<file path="src/rtl/wwdg_pkg.sv">
// constants, types and helpers for the windowed watchdog
// assumes a 20 MHz bus clock and a slow counter clock near 1 kHz
package wwdg_pkg;

	// ****************************************
	// register offsets
	// ****************************************
	localparam logic [7:0] WWDG_OFS_CTRL    = 8'h00;
	localparam logic [7:0] WWDG_OFS_CONFIG  = 8'h04;
	localparam logic [7:0] WWDG_OFS_WARN    = 8'h08;
	localparam logic [7:0] WWDG_OFS_IEN_CLR = 8'h0c;
	localparam logic [7:0] WWDG_OFS_IEN_SET = 8'h10;
	localparam logic [7:0] WWDG_OFS_IFLAG   = 8'h14;
	localparam logic [7:0] WWDG_OFS_STATUS  = 8'h18;
	localparam logic [7:0] WWDG_OFS_RESTART = 8'h1c;

	// ****************************************
	// field positions
	// ****************************************
	localparam int WWDG_CTRL_ENABLE_BIT  = 1;
	localparam int WWDG_CTRL_WINDOW_BIT  = 2;
	localparam int WWDG_CTRL_PERSIST_BIT = 7;
	localparam int WWDG_CFG_OPEN_LSB     = 0;
	localparam int WWDG_CFG_CLOSED_LSB   = 4;
	localparam int WWDG_WARN_LSB         = 0;
	localparam int WWDG_EW_BIT           = 0;
	localparam int WWDG_STAT_RESET_BIT   = 0;
	localparam int WWDG_STAT_PHASE_LSB   = 1;
	localparam int WWDG_SEL_W            = 4;
	localparam int WWDG_TICK_W           = 15;

	// ****************************************
	// reset values and keys
	// ****************************************
	localparam logic [3:0]  WWDG_OPEN_RST   = 4'hb;
	localparam logic [3:0]  WWDG_CLOSED_RST = 4'hb;
	localparam logic [3:0]  WWDG_WARN_RST   = 4'hb;
	localparam logic [7:0]  WWDG_RESTART_KEY = 8'ha5;

	// ****************************************
	// timing: periods span 8 ms to 16 s of counter clock
	// ****************************************
	localparam int WWDG_MIN_PERIOD_MS = 8;
	localparam int WWDG_MAX_PERIOD_MS = 16000;
	localparam logic [3:0]  WWDG_SEL_MAX    = 4'hb;
	localparam logic [14:0] WWDG_BASE_TICKS = 15'h0008;

	typedef enum logic [1:0] {
		WWDG_IDLE,
		WWDG_CLOSED,
		WWDG_OPEN
	} wwdg_phase_e;

	// selection code to counter-clock ticks, 8 << sel, clamped
	function automatic logic [14:0] wwdg_period_ticks(input logic [3:0] sel);
		logic [3:0] s;
		s = (sel > WWDG_SEL_MAX) ? WWDG_SEL_MAX : sel;
		return WWDG_BASE_TICKS << s;
	endfunction

endpackage

</file>
<file path="src/rtl/wwdg_top.sv">
// windowed watchdog: apb register slave plus timeout engine
// assumes counter_clock is a slow free clock from outside, sampled here
//
// The register offsets and the APB register port were decided locally.
`timescale 1ns/100ps

// How it works
// - window mode restart only by key 0xa5 written during open period
// - key restart during closed period raises system reset
// - closed and open periods each 8 ms to 16 s; total is their sum
// - closed length from closed select field, open length from open select
// - early warning interrupt enable clears at reset
// - writing one to set register bit enables early warning
// - writing one to clear register bit disables early warning
// - window mode early warning fires when closed period expires
// - persistent run bit set to one turns on always-on running
// - always-on counts whatever the ordinary enable bit says
// - persistent run bit ignores software clears; only power-on reset clears
// - persistent run locks timing and warning configuration registers
// - window select stays writable during always-on operation
// - counter counts edges of its own asynchronous clock, synchronised into bus domain
// - bus interface enabled after reset; power manager may disable it
// - counting continues in sleep while the counter clock runs
// - watchdog interrupt drives a wake request
// - watchdog events pulse out without needing wake-up
module wwdg_top
	import wwdg_pkg::*;
(
	input  wire logic        pclk,          // bus clock
	input  wire logic        presetn,       // power-on reset, low
	input  wire logic        psel,          // apb select
	input  wire logic        penable,       // apb enable
	input  wire logic        pwrite,        // apb direction
	input  wire logic [7:0]  paddr,         // apb byte address
	input  wire logic [31:0] pwdata,        // apb write data
	output logic      [31:0] prdata,        // apb read data
	output logic             pready,        // apb ready
	output logic             pslverr,       // apb error, unmapped
	input  wire logic        bus_clk_on,    // power manager bus clock gate
	input  wire logic        counter_clock, // slow counter clock
	output logic             irq,           // early warning interrupt
	output logic             wake_req,      // sleep wake request
	output logic             ew_event,      // early warning event pulse
	output logic             sys_reset_req  // system reset request
);

	// ****************************************
	// state
	// ****************************************
	logic                   enable;
	logic                   window_sel;
	logic                   persist;
	logic [WWDG_SEL_W-1:0]  open_period_select;
	logic [WWDG_SEL_W-1:0]  closed_period_select;
	logic [WWDG_SEL_W-1:0]  warning_offset_select;
	logic                   ew_enable;
	logic                   ew_flag;
	logic                   ck_s1;
	logic                   ck_s2;
	logic                   ck_s3;
	logic                   ck_lvl;
	wwdg_phase_e            phase;
	wwdg_phase_e            next_phase;
	logic [WWDG_TICK_W-1:0] cnt;
	logic [WWDG_TICK_W-1:0] next_cnt;
	logic                   ew_hit;
	logic                   bite;

	// ****************************************
	// apb decode
	// ****************************************
	// address match against one register offset
	function automatic logic addr_is(input logic [7:0] a, input logic [7:0] ofs);
		return a == ofs;
	endfunction

	wire logic access   = psel & penable;
	wire logic done     = access & pready;
	wire logic wr       = done & pwrite & bus_clk_on;
	wire logic sel_ctrl = addr_is(paddr, WWDG_OFS_CTRL);
	wire logic sel_cfg  = addr_is(paddr, WWDG_OFS_CONFIG);
	wire logic sel_warn = addr_is(paddr, WWDG_OFS_WARN);
	wire logic sel_iclr = addr_is(paddr, WWDG_OFS_IEN_CLR);
	wire logic sel_iset = addr_is(paddr, WWDG_OFS_IEN_SET);
	wire logic sel_iflg = addr_is(paddr, WWDG_OFS_IFLAG);
	wire logic sel_stat = addr_is(paddr, WWDG_OFS_STATUS);
	wire logic sel_rst  = addr_is(paddr, WWDG_OFS_RESTART);
	wire logic map_hit  = sel_ctrl | sel_cfg | sel_warn | sel_iclr | sel_iset |
	                      sel_iflg | sel_stat | sel_rst;
	wire logic cfg_lock = persist;
	// a wrong key is dropped silently, not treated as a runaway program
	wire logic kick     = wr & sel_rst & (pwdata[7:0] == WWDG_RESTART_KEY);

	// ****************************************
	// read words, built field by field
	// ****************************************
	// unused bits read as zero
	logic [31:0] rd_ctrl;
	logic [31:0] rd_cfg;
	logic [31:0] rd_warn;
	logic [31:0] rd_ien;
	logic [31:0] rd_iflg;
	logic [31:0] rd_stat;

	always_comb begin
		rd_ctrl                        = 32'h00000000;
		rd_ctrl[WWDG_CTRL_ENABLE_BIT]  = enable;
		rd_ctrl[WWDG_CTRL_WINDOW_BIT]  = window_sel;
		rd_ctrl[WWDG_CTRL_PERSIST_BIT] = persist;
	end

	always_comb begin
		rd_cfg                                    = 32'h00000000;
		rd_cfg[WWDG_CFG_OPEN_LSB +: WWDG_SEL_W]   = open_period_select;
		rd_cfg[WWDG_CFG_CLOSED_LSB +: WWDG_SEL_W] = closed_period_select;
	end

	always_comb begin
		rd_warn                              = 32'h00000000;
		rd_warn[WWDG_WARN_LSB +: WWDG_SEL_W] = warning_offset_select;
	end

	// set and clear offsets both read the live enable
	always_comb begin
		rd_ien              = 32'h00000000;
		rd_ien[WWDG_EW_BIT] = ew_enable;
	end

	always_comb begin
		rd_iflg              = 32'h00000000;
		rd_iflg[WWDG_EW_BIT] = ew_flag;
	end

	always_comb begin
		rd_stat                              = 32'h00000000;
		rd_stat[WWDG_STAT_RESET_BIT]         = sys_reset_req;
		rd_stat[WWDG_STAT_PHASE_LSB +: 2]    = phase;
	end

	// gated bus clock: reads return zero but the transfer still ends
	wire logic [31:0] rd_mux  =
		!bus_clk_on        ? 32'h00000000 :
		sel_ctrl           ? rd_ctrl :
		sel_cfg            ? rd_cfg  :
		sel_warn           ? rd_warn :
		(sel_iclr|sel_iset)? rd_ien  :
		sel_iflg           ? rd_iflg :
		sel_stat           ? rd_stat :
		                     32'h00000000;

	// ****************************************
	// apb answer: one wait state, registered outputs
	// ****************************************
	always_ff @(posedge pclk or negedge presetn) begin
		if (!presetn) begin
			pready  <= 1'b0;
			pslverr <= 1'b0;
			prdata  <= 32'h00000000;
		end else begin
			pready  <= access & ~pready;
			pslverr <= access & ~pready & ~map_hit;
			if (access & ~pready) begin
				prdata <= pwrite ? 32'h00000000 : rd_mux;
			end
		end
	end

	// ****************************************
	// control and configuration registers
	// ****************************************
	always_ff @(posedge pclk or negedge presetn) begin
		if (!presetn) begin
			enable     <= 1'b0;
			window_sel <= 1'b0;
			persist    <= 1'b0;
		end else if (wr & sel_ctrl) begin
			enable     <= pwdata[WWDG_CTRL_ENABLE_BIT];
			window_sel <= pwdata[WWDG_CTRL_WINDOW_BIT];
			persist    <= persist | pwdata[WWDG_CTRL_PERSIST_BIT];
		end
	end

	always_ff @(posedge pclk or negedge presetn) begin
		if (!presetn) begin
			open_period_select    <= WWDG_OPEN_RST;
			closed_period_select  <= WWDG_CLOSED_RST;
			warning_offset_select <= WWDG_WARN_RST;
		end else begin
			if (wr & sel_cfg & ~cfg_lock) begin
				open_period_select   <= pwdata[WWDG_CFG_OPEN_LSB +: WWDG_SEL_W];
				closed_period_select <= pwdata[WWDG_CFG_CLOSED_LSB +: WWDG_SEL_W];
			end
			if (wr & sel_warn & ~cfg_lock) begin
				warning_offset_select <= pwdata[WWDG_WARN_LSB +: WWDG_SEL_W];
			end
		end
	end

	// ****************************************
	// early warning enable and flag
	// ****************************************
	wire logic ew_set_wr = wr & sel_iset & pwdata[WWDG_EW_BIT];
	wire logic ew_clr_wr = wr & sel_iclr & pwdata[WWDG_EW_BIT];
	wire logic flg_clr   = wr & sel_iflg & pwdata[WWDG_EW_BIT];

	always_ff @(posedge pclk or negedge presetn) begin
		if (!presetn) begin
			ew_enable <= 1'b0;
			ew_flag   <= 1'b0;
		end else begin
			if (ew_set_wr) begin
				ew_enable <= 1'b1;
			end else if (ew_clr_wr) begin
				ew_enable <= 1'b0;
			end
			// set wins over a clear in the same cycle
			ew_flag <= ew_hit | (ew_flag & ~flg_clr);
		end
	end

	// ****************************************
	// counter clock sampling
	// ****************************************
	// first flop may go metastable; only the second reads it
	// a level is accepted once second and third agree
	always_ff @(posedge pclk or negedge presetn) begin
		if (!presetn) begin
			ck_s1  <= 1'b0;
			ck_s2  <= 1'b0;
			ck_s3  <= 1'b0;
			ck_lvl <= 1'b0;
		end else begin
			ck_s1 <= counter_clock;
			ck_s2 <= ck_s1;
			ck_s3 <= ck_s2;
			if (ck_s2 == ck_s3) begin
				ck_lvl <= ck_s3;
			end
		end
	end

	// a tick per counter clock rising edge; no ticks if it never runs
	wire logic tick = (ck_s2 == ck_s3) & ck_s3 & ~ck_lvl;

	// ****************************************
	// timeout engine
	// ****************************************
	wire logic                   running      = enable | persist;
	wire logic [WWDG_TICK_W-1:0] closed_ticks = wwdg_period_ticks(closed_period_select);
	wire logic [WWDG_TICK_W-1:0] open_ticks   = wwdg_period_ticks(open_period_select);
	wire logic [WWDG_TICK_W-1:0] warn_ticks   = wwdg_period_ticks(warning_offset_select);
	wire logic [WWDG_TICK_W-1:0] cnt_inc      = cnt + 15'h0001;
	wire wwdg_phase_e            start_phase  = window_sel ? WWDG_CLOSED : WWDG_OPEN;

	// sleep is not an input: counting follows the counter clock only
	// a key in the closed window means a runaway program: bite at once
	// a bite parks the engine until reset clears the request
	always_comb begin
		next_phase = phase;
		next_cnt   = cnt;
		ew_hit     = 1'b0;
		bite       = 1'b0;
		case (phase)
			WWDG_IDLE: begin
				next_cnt = 15'h0000;
				if (running) begin
					next_phase = start_phase;
				end
			end
			WWDG_CLOSED: begin
				if (!window_sel) begin
					next_phase = WWDG_OPEN;
					next_cnt   = 15'h0000;
				end else if (tick) begin
					if (cnt_inc >= closed_ticks) begin
						next_phase = WWDG_OPEN;
						next_cnt   = 15'h0000;
						ew_hit     = 1'b1;
					end else begin
						next_cnt = cnt_inc;
					end
				end
			end
			WWDG_OPEN: begin
				if (tick) begin
					if (cnt_inc >= open_ticks) begin
						bite = 1'b1;
					end else begin
						next_cnt = cnt_inc;
					end
					if (!window_sel && cnt_inc == warn_ticks) begin
						ew_hit = 1'b1;
					end
				end
			end
			default: begin
				next_phase = WWDG_IDLE;
				next_cnt   = 15'h0000;
			end
		endcase
		if (kick && running && phase != WWDG_IDLE) begin
			if (phase == WWDG_CLOSED && window_sel) begin
				bite = 1'b1;
			end else begin
				next_phase = start_phase;
				next_cnt   = 15'h0000;
				ew_hit     = 1'b0;
			end
		end
		if (!running || bite || sys_reset_req) begin
			next_phase = WWDG_IDLE;
			next_cnt   = 15'h0000;
		end
	end

	always_ff @(posedge pclk or negedge presetn) begin
		if (!presetn) begin
			phase <= WWDG_IDLE;
			cnt   <= 15'h0000;
		end else begin
			phase <= next_phase;
			cnt   <= next_cnt;
		end
	end

	// ****************************************
	// outward signals
	// ****************************************
	// irq and wake share one source; wake needs no bus clock
	// event pulses on every hit, whatever the enable says
	always_ff @(posedge pclk or negedge presetn) begin
		if (!presetn) begin
			irq           <= 1'b0;
			wake_req      <= 1'b0;
			ew_event      <= 1'b0;
			sys_reset_req <= 1'b0;
		end else begin
			irq           <= ew_flag & ew_enable;
			wake_req      <= ew_flag & ew_enable;
			ew_event      <= ew_hit;
			// held until the system reset returns presetn low
			sys_reset_req <= sys_reset_req | bite;
		end
	end

endmodule

</file>
<file path="config.mk">
export PLATFORM = sky130hd
export DESIGN_NAME = wwdg_top
export DESIGN_NICKNAME = d
export VERILOG_FILES = /design/src/rtl/wwdg_pkg.sv /design/src/rtl/wwdg_top.sv
export SDC_FILE = /design/constraint.sdc
export NUM_CORES = 1
export LEC_CHECK = 0
export BUFFER_PORTS_ARGS = -buffer_cell sky130_fd_sc_hd__buf_4
export CAP_MARGIN = 20
export CORE_ASPECT_RATIO = 1.1
export CORE_UTILIZATION = 30
export CTS_CLUSTER_SIZE = 14
export DETAILED_ROUTE_END_ITERATION = 16
export GPL_TIMING_DRIVEN = 0
export PLACE_DENSITY = 0.58
export SKIP_LAST_GASP = 1
export SYNTH_ARGS = -nofsm -noshare
export SYNTH_HDL_FRONTEND = slang
export SYNTH_SLANG_ARGS = --single-unit
</file>
<file path="constraint.sdc">
create_clock -name pclk -period 3.3 [get_ports pclk]
set_clock_uncertainty 0.15 [all_clocks]
set_input_delay 0.33 -clock pclk [delete_from_list [all_inputs] [get_ports pclk]]
set_output_delay 0.33 -clock pclk [all_outputs]
set_load 0.02 [all_outputs]
</file>
==> flow_summary.ini, run 1 <==
[cells_and_area]
final.fill_count = 1266
drive_gt1_share_pct = 39.7
fin_nets = 659
synthToLayoutAreaGrowth_pct = 39.6
insertedDiodeCount = 0
final_common_cell = buf_4
post-route-util_pct = 42.9
most-common-layout-cells = buf_4, nand2_1, dfrtp_1

[run_status]
failed_checks = negative setup slack
outcome = finished, violations left

[synth]
synth_top_area_cells = dfrtp_1, ha_1, dfstp_2, nand2_1, buf_4
synth-seq-area-share_pct = 31.7
synth_cell_type_count = 68
synth-main-ff-cell = dfrtp_1
ys_ff_latch = 51
netlist_area_before_placement_mm2 = 0.00406
number_of_flops_mapped_to_enable_cells_by_yosys = 0
syn-mean-instance-area_um2 = 8.71
ys_warn_count = 0
netlist.area_leader.share_pct = 25.9
synth_largest_area_cell = dfrtp_1
async_reset_ff_share_pct = 100
netlist_instances = 466

[power_and_ir_drop]
p_int_mw = 0.972
fraction_of_power_consumed_by_the_clock_network_pct = 41.9
power_frac_seq_pct = 48.4
vdd_drop_max_uv = 229
comb_power_share_pct = 9.7
power_switching_mw = 0.338
power.static_leakage_nw = 2.56
power_density_mw_per_mm2 = 231
post_layout_power_mw = 1.31
switching_fraction_of_total_power_pct = 25.8

[detailed_routing]
detail_route.vias_per_cell = 5.28
dr_vias = 3932
initialDrtViolationCount = 251
routed_wire_length_per_instance_um = 16.2
drt_pass1_iterations = 8
routed_wirelength_um = 12000
drc = 0
postRouteAntennaNets = 0

[clock_network]
tritoncts.num_buffers = 5
clock_tree_from_tritoncts = yes
cts_buffer_depth = 2
path_clk_slew_ns = 0.08
worstSkewPairLatency_ns = 0.30
tritoncts_num_sinks = 51
h_tree_level_count = 2
clock-root-buffer = clkbuf_16

[timing]
timing.final.hold_violations = 0
worst_hold_check_slack_ns = 0.100
number_of_pins_exceeding_their_max_slew_limit_in_the_final_report = 0
timing.final.crit_period_ns = 3.49
setup_ws_ns = -0.190
finalCritPeriodShare_pct = 106
tightestPinTransition_ns = 0.963
setup_repair_after_global_routing_missed_its_margin = yes
report.final.setup_viol = 16
worst_slew_margin_rel_pct = 35.2
clock.fmax_ghz = 0.286

[run]
maxCapViolations = 0

[place]
gp_routability_congestion = 0.850
place.detailed.hpwl_um = 8120
numPortBuffers = 36
dpl_worst_slack_ns = -0.745

[worst_setup_path]
critical_path_class = flip-flop to flip-flop
critical_path.cell_chain = nand2_2, nor4_4, xor2_2, ha_1, or4_4, a21o_1, a311oi_4, a32oi_4, or4b_1, a21oi_1
worstSetupStartpointType = flip-flop
critical_path_stages = 10
required_ns = 3.38
cpPeakStageDelay_ns = 0.56
arr_time_crit_path_ns = 3.57
crit_family = simple AND/OR/NAND/NOR gates
timing.critical_path.fanout_max = 5
worstPathBufferInverterCount = 0
timing.critical_path.slowest_stage_cell = or4b_1
r2r.worst_path.cells = 10
worstSetupEndpointType = flip-flop

[hold_path]
timing.hold.worst.class = input pin to flip-flop
hold_path_cells = 2

[global_routing]
largest_net_degree_at_the_start_of_global_routing = 52
grtUsageTotal_pct = 17.4
wire_length_of_the_first_global_routing_pass_um = 19000
grt_overflow = 0
antenna_violations_before_repair = 0
first_global_vias = 3746

[floorplanning]
core_area_mm2 = 0.0132
io_pins = 85
initial_core_util_pct = 30.7
die_w_um = 113
floorplan.die.height_um = 124
std_cell_rows = 44
floorplan.die_area_mm2 = 0.0140
[what timing repair did]
item | in CTS | in global routing
gates cloned | 2 | 0
buffers inserted | 36 | 14
setup endpoints to repair | 20 | 20
hold buffers | 2 | 0
pin swaps | 33 | 31
resized for setup | 59 | 26
endpoints found under the hold margin | 43 | 0
[power by group through the flow]
stage	Combinational, mW	Clock [mW]	Sequential, mW
after detailed placement	0.124	0	0.646
after floorplan	0.0727	0	0.647
after CTS	0.127	0.565	0.634
after global placement	0.123	0	0.646
final	0.127	0.549	0.634
after global routing	0.139	0.586	0.635
[Yosys cell counts (9+ instances only)]
library cell,instances
a21o_1,9
a21oi_1,23
a22oi_1,9
buf_4,25
dfrtp_1,42
dfstp_2,9
ha_1,29
inv_1,11
mux2_2,15
nand2_1,61
nand2b_1,9
nand3_1,19
nor2_1,36
nor2b_1,12
nor3_1,10
o21ai_0,14
[flip-flops by register name, indices dropped and copies added, names as in the netlist, 2 cells and up]
| signal | count |
|---|---|
| warning_offset_select | 4 |
| closed_period_select | 4 |
| open_period_select | 4 |
| phase | 2 |
| cnt | 15 |
| prdata | 8 |
[cell type report]
cell class	count	area (um^2)	area share [%]
buffer	38	278	4.90
clock buffer	5	125	2.21
clock inverter	3	26.3	0.464
inverter	11	41.3	0.729
multi-input combinational	388	2990	52.8
sequential	51	1300	22.9
tap	161	201	3.56
timing repair buffer	88	701	12.4
[through the flow]
step                instance area, um^2  std cells  TNS, ns
global placement                   4690        686   -11.75
detailed placement                 4690        686   -12.21
finish                             5670        745    -1.54
floorplan                          4220        489        0
CTS                                5470        733    -1.04
global route                       5670        745    -3.47
[worst reg2reg max path, stage by stage, from the launching register on]
cell and delay, ns:
dfrtp_2 0.42, nand2_2 0.14, nor4_4 0.39, xor2_2 0.18
ha_1 0.25, or4_4 0.47, a21o_1 0.21, a311oi_4 0.39
a32oi_4 0.13, or4b_1 0.56, a21oi_1 0.14
[cells by family after synthesis]
logic type / share of synthesized area [%]
AND/OR/NAND/NOR: 26.8
AO/OA/AOI/OAI: 17.1
flip-flops: 31.7
buffers and inverters: 7.43
adder cells (fa/ha/maj): 8.94
multiplexers: 4.90
XOR/XNOR: 3.02
other: 0.0924
[metal layers]
| layer | part of all wire [%] | global-route usage [%] |
|---|---|---|
| met5 | 0 | 0 |
| met4 | 3.9 | 7.81 |
| met3 | 4.3 | 2.53 |
| met2 | 49 | 30.1 |
| met1 | 43 | 21.6 |
[worst paths after layout]
| kind | start | to | slack (ns) |
|---|---|---|---|
| max reg2reg | cnt[3] | cnt[14] | -0.19 |
| max | cnt[3] | cnt[14] | -0.19 |
| min in group asynchronous | presetn | pready | 0.44 |
| min | pwdata[7] | cfg_lock | 0.10 |
| min reg2reg | ck_s1 | ck_s2 | 0.20 |
| max in group asynchronous | presetn | cnt[6] | 2.04 |
No activity file was read; power rests on OpenSTA's default activity.
==> inputs of run 2 (changes only) <==
PLACE_DENSITY = 0.56   (was 0.58)
clock period = 4.25 ns   (was 3.3 ns; I/O delays follow)
==> flow_summary.ini, run 2 (synthesis gave the netlist of run 1 again) <==
[run_status]
outcome = complete, no violations

[clock_network]
h_tree_level_count = 2
cts_buffer_depth = 2
ctsResizeCount = 0
clock_tree_from_tritoncts = yes
path_clk_slew_ns = 0.07
tritoncts.num_buffers = 5
cts_hold_repair.buffers = 0
cts_post_setup_buffers_inserted = 0
clock-root-buffer = clkbuf_16
tritoncts_num_sinks = 51
worstSkewPairLatency_ns = 0.30

[floorplanning]
core_area_mm2 = 0.0132
initial_core_util_pct = 30.7
io_pins = 85
die_w_um = 113
floorplan.die_area_mm2 = 0.0140
floorplan.die.height_um = 124
std_cell_rows = 44

[worst_setup_path]
critical_path.cell_chain = ha_1, and4_1, nand4_1, xnor2_2, ha_1, a21o_1, a21o_1, a21o_1, a311oi_2, a32oi_2, or4b_1, a21oi_1
worstSetupStartpointType = flip-flop
critPathMostFrequentCell = a21o_1
worstSetupEndpointType = flip-flop
required_ns = 4.32
arr_time_crit_path_ns = 4.13
critical_path_class = flip-flop to flip-flop
timing.critical_path.fanout_max = 6
timing.critical_path.slowest_stage_cell = or4b_1
cpPeakStageDelay_ns = 0.54

[timing]
timing.final.crit_period_ns = 4.06
timing.final.hold_violations = 0
number_of_pins_exceeding_their_max_slew_limit_in_the_final_report = 0
finalCritPeriodShare_pct = 95.4
worst_slew_margin_rel_pct = 35.5
worst_hold_check_slack_ns = 0.0151
report.final.setup_viol = 0
clock.fmax_ghz = 0.247
setup_repair_after_global_routing_missed_its_margin = yes
tightestPinTransition_ns = 0.959

[detailed_routing]
postRouteAntennaNets = 0
drt_pass1_iterations = 6
drc = 0
initialDrtViolationCount = 227
dr_vias = 3692
routed_wire_length_per_instance_um = 15.6
detail_route.vias_per_cell = 5.32
routed_wirelength_um = 10800

[global_routing]
grt_overflow = 0
largest_net_degree_at_the_start_of_global_routing = 52
antenna_violations_before_repair = 0
first_global_vias = 3414
grtUsageTotal_pct = 15.7
wire_length_of_the_first_global_routing_pass_um = 17400

[power_and_ir_drop]
power_density_mw_per_mm2 = 231
vdd_drop_max_uv = 130
power.static_leakage_nw = 2.19

[cells_and_area]
final.fill_count = 1350
reg.largest.list = cnt: 15 flops, prdata: 8 flops
most-common-layout-cells = nand2_1, buf_4, dfrtp_1
insertedDiodeCount = 0
largest_register_ffs = 15
seq_area_mm2 = 0.00129
fin_nets = 608
post_layout_nonfiller_instances = 694
synthToLayoutAreaGrowth_pct = 19.0
multi_input_gate_area_mm2 = 0.00258
drive_gt1_share_pct = 22.3
top_register = cnt

[place]
place.detailed.hpwl_um = 8240
dpl.cell_count = 686
numPortBuffers = 36
gp_routability_congestion = 0.867

[run]
maxCapViolations = 0

[hold_path]
timing.hold.worst.class = input pin to async pin
run 2: cell count changes in the layout (fill, tap and decap cells not counted), moves of 6 or more:
cell / before / now
a21oi_1: 16 / 23
buf_6: 8 / 2
ha_4: 6 / 0
dfrtp_2: 10 / 0
buf_4: 106 / 61
dfrtp_1: 32 / 42
a21oi_2: 6 / 0
ha_1: 21 / 29
a22oi_2: 8 / 0
a22oi_1: 1 / 9
run 2: worst max-delay path, delay by kind of cell (launching register included):
kind	cells	cell delay [ns]
and+or+nand+nor	3	1.05
xor gates and xnor gates	1	0.40
DFF	1	0.44
adders and majority gates	2	0.62
AOI/OAI and AO/OA	6	1.32
run 2: final timing paths:
| kind | start | endpoint | slack (ns) | cells after the start |
|---|---|---|---|---|
| hold / removal | presetn | prdata[3] | 0.02 | 1 |
| min in group pclk | counter_clock | ck_s1 | 0.09 | 1 |
| max in group asynchronous | presetn | cnt[5] | 3.48 | 1 |
| setup / recovery | cnt[0] | cnt[14] | 0.19 | 12 |
| setup reg to reg | cnt[0] | cnt[14] | 0.19 | 12 |
| hold reg to reg | ck_s1 | ck_s2 | 0.20 | 0 |
run 2: cell type report:
| cell class | instances | area share [%] |
|---|---|---|
| Inverter | 11 | 0.855 |
| Buffer | 39 | 5.39 |
| Clock inverter | 3 | 1.40 |
| Tap cell | 161 | 4.17 |
| Multi-Input combinational cell | 388 | 53.4 |
| Timing Repair Buffer | 36 | 5.59 |
| Clock buffer | 5 | 2.59 |
| Sequential cell | 51 | 26.7 |
run 2: per-stage QoR:
step | setup TNS [ns] | setup WS, ns | util, % | power, mW | instance area [um^2]
2_1_floorplan | 0 | 0.764 | - | 0.559 | 4150
3_3_place_gp | 0 | 0.125 | 34.9 | 0.597 | 4620
3_5_place_dp | 0 | 0.0532 | 34.9 | 0.598 | 4620
4_1_cts | 0 | 0.0152 | 36.4 | 1.12 | 4810
5_1_grt | -0.00168 | -0.00168 | 36.6 | 1.15 | 4830
6_report | 0 | 0.194 | 36.6 | 1.12 | 4830
run 2: power breakdown:
part,switching (mW),internal [mW]
logic,0.0571,0.0394
clock network,0.189,0.338
registers,0.00263,0.490
total,0.249,0.867
run 2: metal layers:
layer | up-vias | routed length [um] | track usage (%)
met2 | 121 | 5220 | 27.0
met3 | 14 | 540 | 1.95
met4 | 0 | 223 | 6.17
li1 | 1784 | - | -
met1 | 1773 | 4830 | 20.3
met5 | - | 0 | 0
==> inputs of run 3 (changes only) <==
clock period = 5.1 ns   (was 4.25 ns; I/O delays follow)
==> flow_summary.ini, run 3 (synthesis gave the netlist of run 1 again) <==
[clock_network]
ctsResizeCount = 0
cts_post_setup_buffers_inserted = 0
tritoncts.num_buffers = 5
tritoncts_num_sinks = 51
worstSkewPairLatency_ns = 0.30
h_tree_level_count = 2
cts_hold_repair.buffers = 0
cts_buffer_depth = 2
path_clk_slew_ns = 0.07
clock_tree_from_tritoncts = yes
clock-root-buffer = clkbuf_16

[global_routing]
wire_length_of_the_first_global_routing_pass_um = 17400
antenna_violations_before_repair = 0
grtUsageTotal_pct = 15.7
first_global_vias = 3414
largest_net_degree_at_the_start_of_global_routing = 52
grt_overflow = 0

[place]
gp_routability_congestion = 0.867
place.detailed.hpwl_um = 8240
dpl.cell_count = 686
placedInstanceArea_mm2 = 0.00462
dpl_worst_slack_ns = 0.903
numPortBuffers = 36

[timing]
tightestPinTransition_ns = 0.977
clock.fmax_ghz = 0.234
report.final.setup_viol = 0
setup_repair_after_global_routing_missed_its_margin = no
timing.final.crit_period_ns = 4.28
setup_ws_ns = 0.824
worst_slew_margin_rel_pct = 34.2
finalSetupTns_ns = 0
worst_hold_check_slack_ns = 0.101
finalCritPeriodShare_pct = 83.9
number_of_pins_exceeding_their_max_slew_limit_in_the_final_report = 0
timing.final.hold_violations = 0

[floorplanning]
io_pins = 85
initial_core_util_pct = 30.7
floorplan.die.height_um = 124
floorplan.die_area_mm2 = 0.0140
core_area_mm2 = 0.0132
die_w_um = 113
std_cell_rows = 44

[cells_and_area]
top_register = cnt
fin_nets = 608
most-common-layout-cells = nand2_1, buf_4, dfrtp_1
reg.largest.list = cnt: 15 flops, prdata: 8 flops
post-route-cell-area_mm2 = 0.00481
final.fill_count = 1357
synthToLayoutAreaGrowth_pct = 18.5
drive_gt1_share_pct = 21.8
multi_input_gate_area_mm2 = 0.00256
largest_register_ffs = 15
insertedDiodeCount = 0
post_layout_nonfiller_instances = 694
seq_area_mm2 = 0.00129

[worst_setup_path]
cpPeakStageDelay_ns = 0.60
timing.critical_path.fanout_max = 6
worstSetupStartpointType = flip-flop
required_ns = 5.17
r2r.worst_path.cells = 12
critical_path_class = flip-flop to flip-flop
arr_time_crit_path_ns = 4.35
timing.critical_path.slowest_stage_cell = xnor2_1
critical_path.cell_chain = ha_1, and4_1, nand4_1, xnor2_1, ha_1, a21o_1, a21o_1, a21o_1, a311oi_2, a32oi_2, or4b_1, a21oi_1
critPathMostFrequentCell = a21o_1
worstSetupEndpointType = flip-flop

[run_status]
outcome = complete, no violations

[run]
maxCapViolations = 0

[detailed_routing]
drc = 0
routed_wirelength_um = 10800
dr_vias = 3696
postRouteAntennaNets = 0
routed_wire_length_per_instance_um = 15.6
detail_route.vias_per_cell = 5.33
initialDrtViolationCount = 221
drt_pass1_iterations = 5

[hold_path]
timing.hold.worst.class = input pin to async pin

[power_and_ir_drop]
power_frac_seq_pct = 44.1
switching_fraction_of_total_power_pct = 22.4
p_int_mw = 0.722
power_switching_mw = 0.208
power.static_leakage_nw = 2.17
comb_power_share_pct = 8.6
vdd_drop_max_uv = 108
fraction_of_power_consumed_by_the_clock_network_pct = 47.3
power_density_mw_per_mm2 = 193
## run 3: cell counts in the layout (fill, tap and decap cells not counted)
Identical to the previous run, type by type.
## run 3: area by class of cell
class                   instances  area share, %
clock inverters                 3           1.40
well taps                     161           4.19
clock buffers                   5           2.60
plain buffers                  39           5.41
multi-input cells             388           53.1
flip-flops and latches         51           26.8
inverters                      11          0.858
repair buffers                 36           5.62
## run 3: through the flow
stage / power (mW) / utilization, %
2_1_floorplan: 0.466 / -
3_3_place_gp: 0.498 / 34.9
3_5_place_dp: 0.498 / 34.9
4_1_cts: 0.937 / 36.4
5_1_grt: 0.959 / 36.4
6_report: 0.931 / 36.4
## run 3: worst max-delay path: cells and delay by family (launching register included)
family          cells  cell delay [ns]
compound gates      6             1.32
simple gates        3             1.03
fa+ha+maj           2             0.66
xor+xnor            1             0.60
flops               1             0.44
## run 3: metal layers
metal	routed length (um)	share of wire [%]	global-route usage [%]
met5	0	0	0
met2	5190	48	27.0
met3	491	4.5	1.95
met1	4900	45	20.3
met4	232	2.1	6.17
## run 3: final timing paths
path,from,to,slack [ns]
max,cnt[0],cnt[14],0.82
min,presetn,prdata[3],0.10
max reg2reg,cnt[0],cnt[14],0.82
min reg2reg,ck_s1,ck_s2,0.20
max in group asynchronous,presetn,ck_lvl,4.25
min in group pclk,counter_clock,ck_s1,0.17
## run 3: power groups by stage
stage | registers, mW | logic [mW] | clock network (mW)
floorplan | 0.419 | 0.0471 | 0
global placement | 0.418 | 0.0797 | 0
detailed placement | 0.418 | 0.0801 | 0
CTS | 0.410 | 0.0803 | 0.447
global route | 0.411 | 0.0890 | 0.460
finish | 0.410 | 0.0804 | 0.440
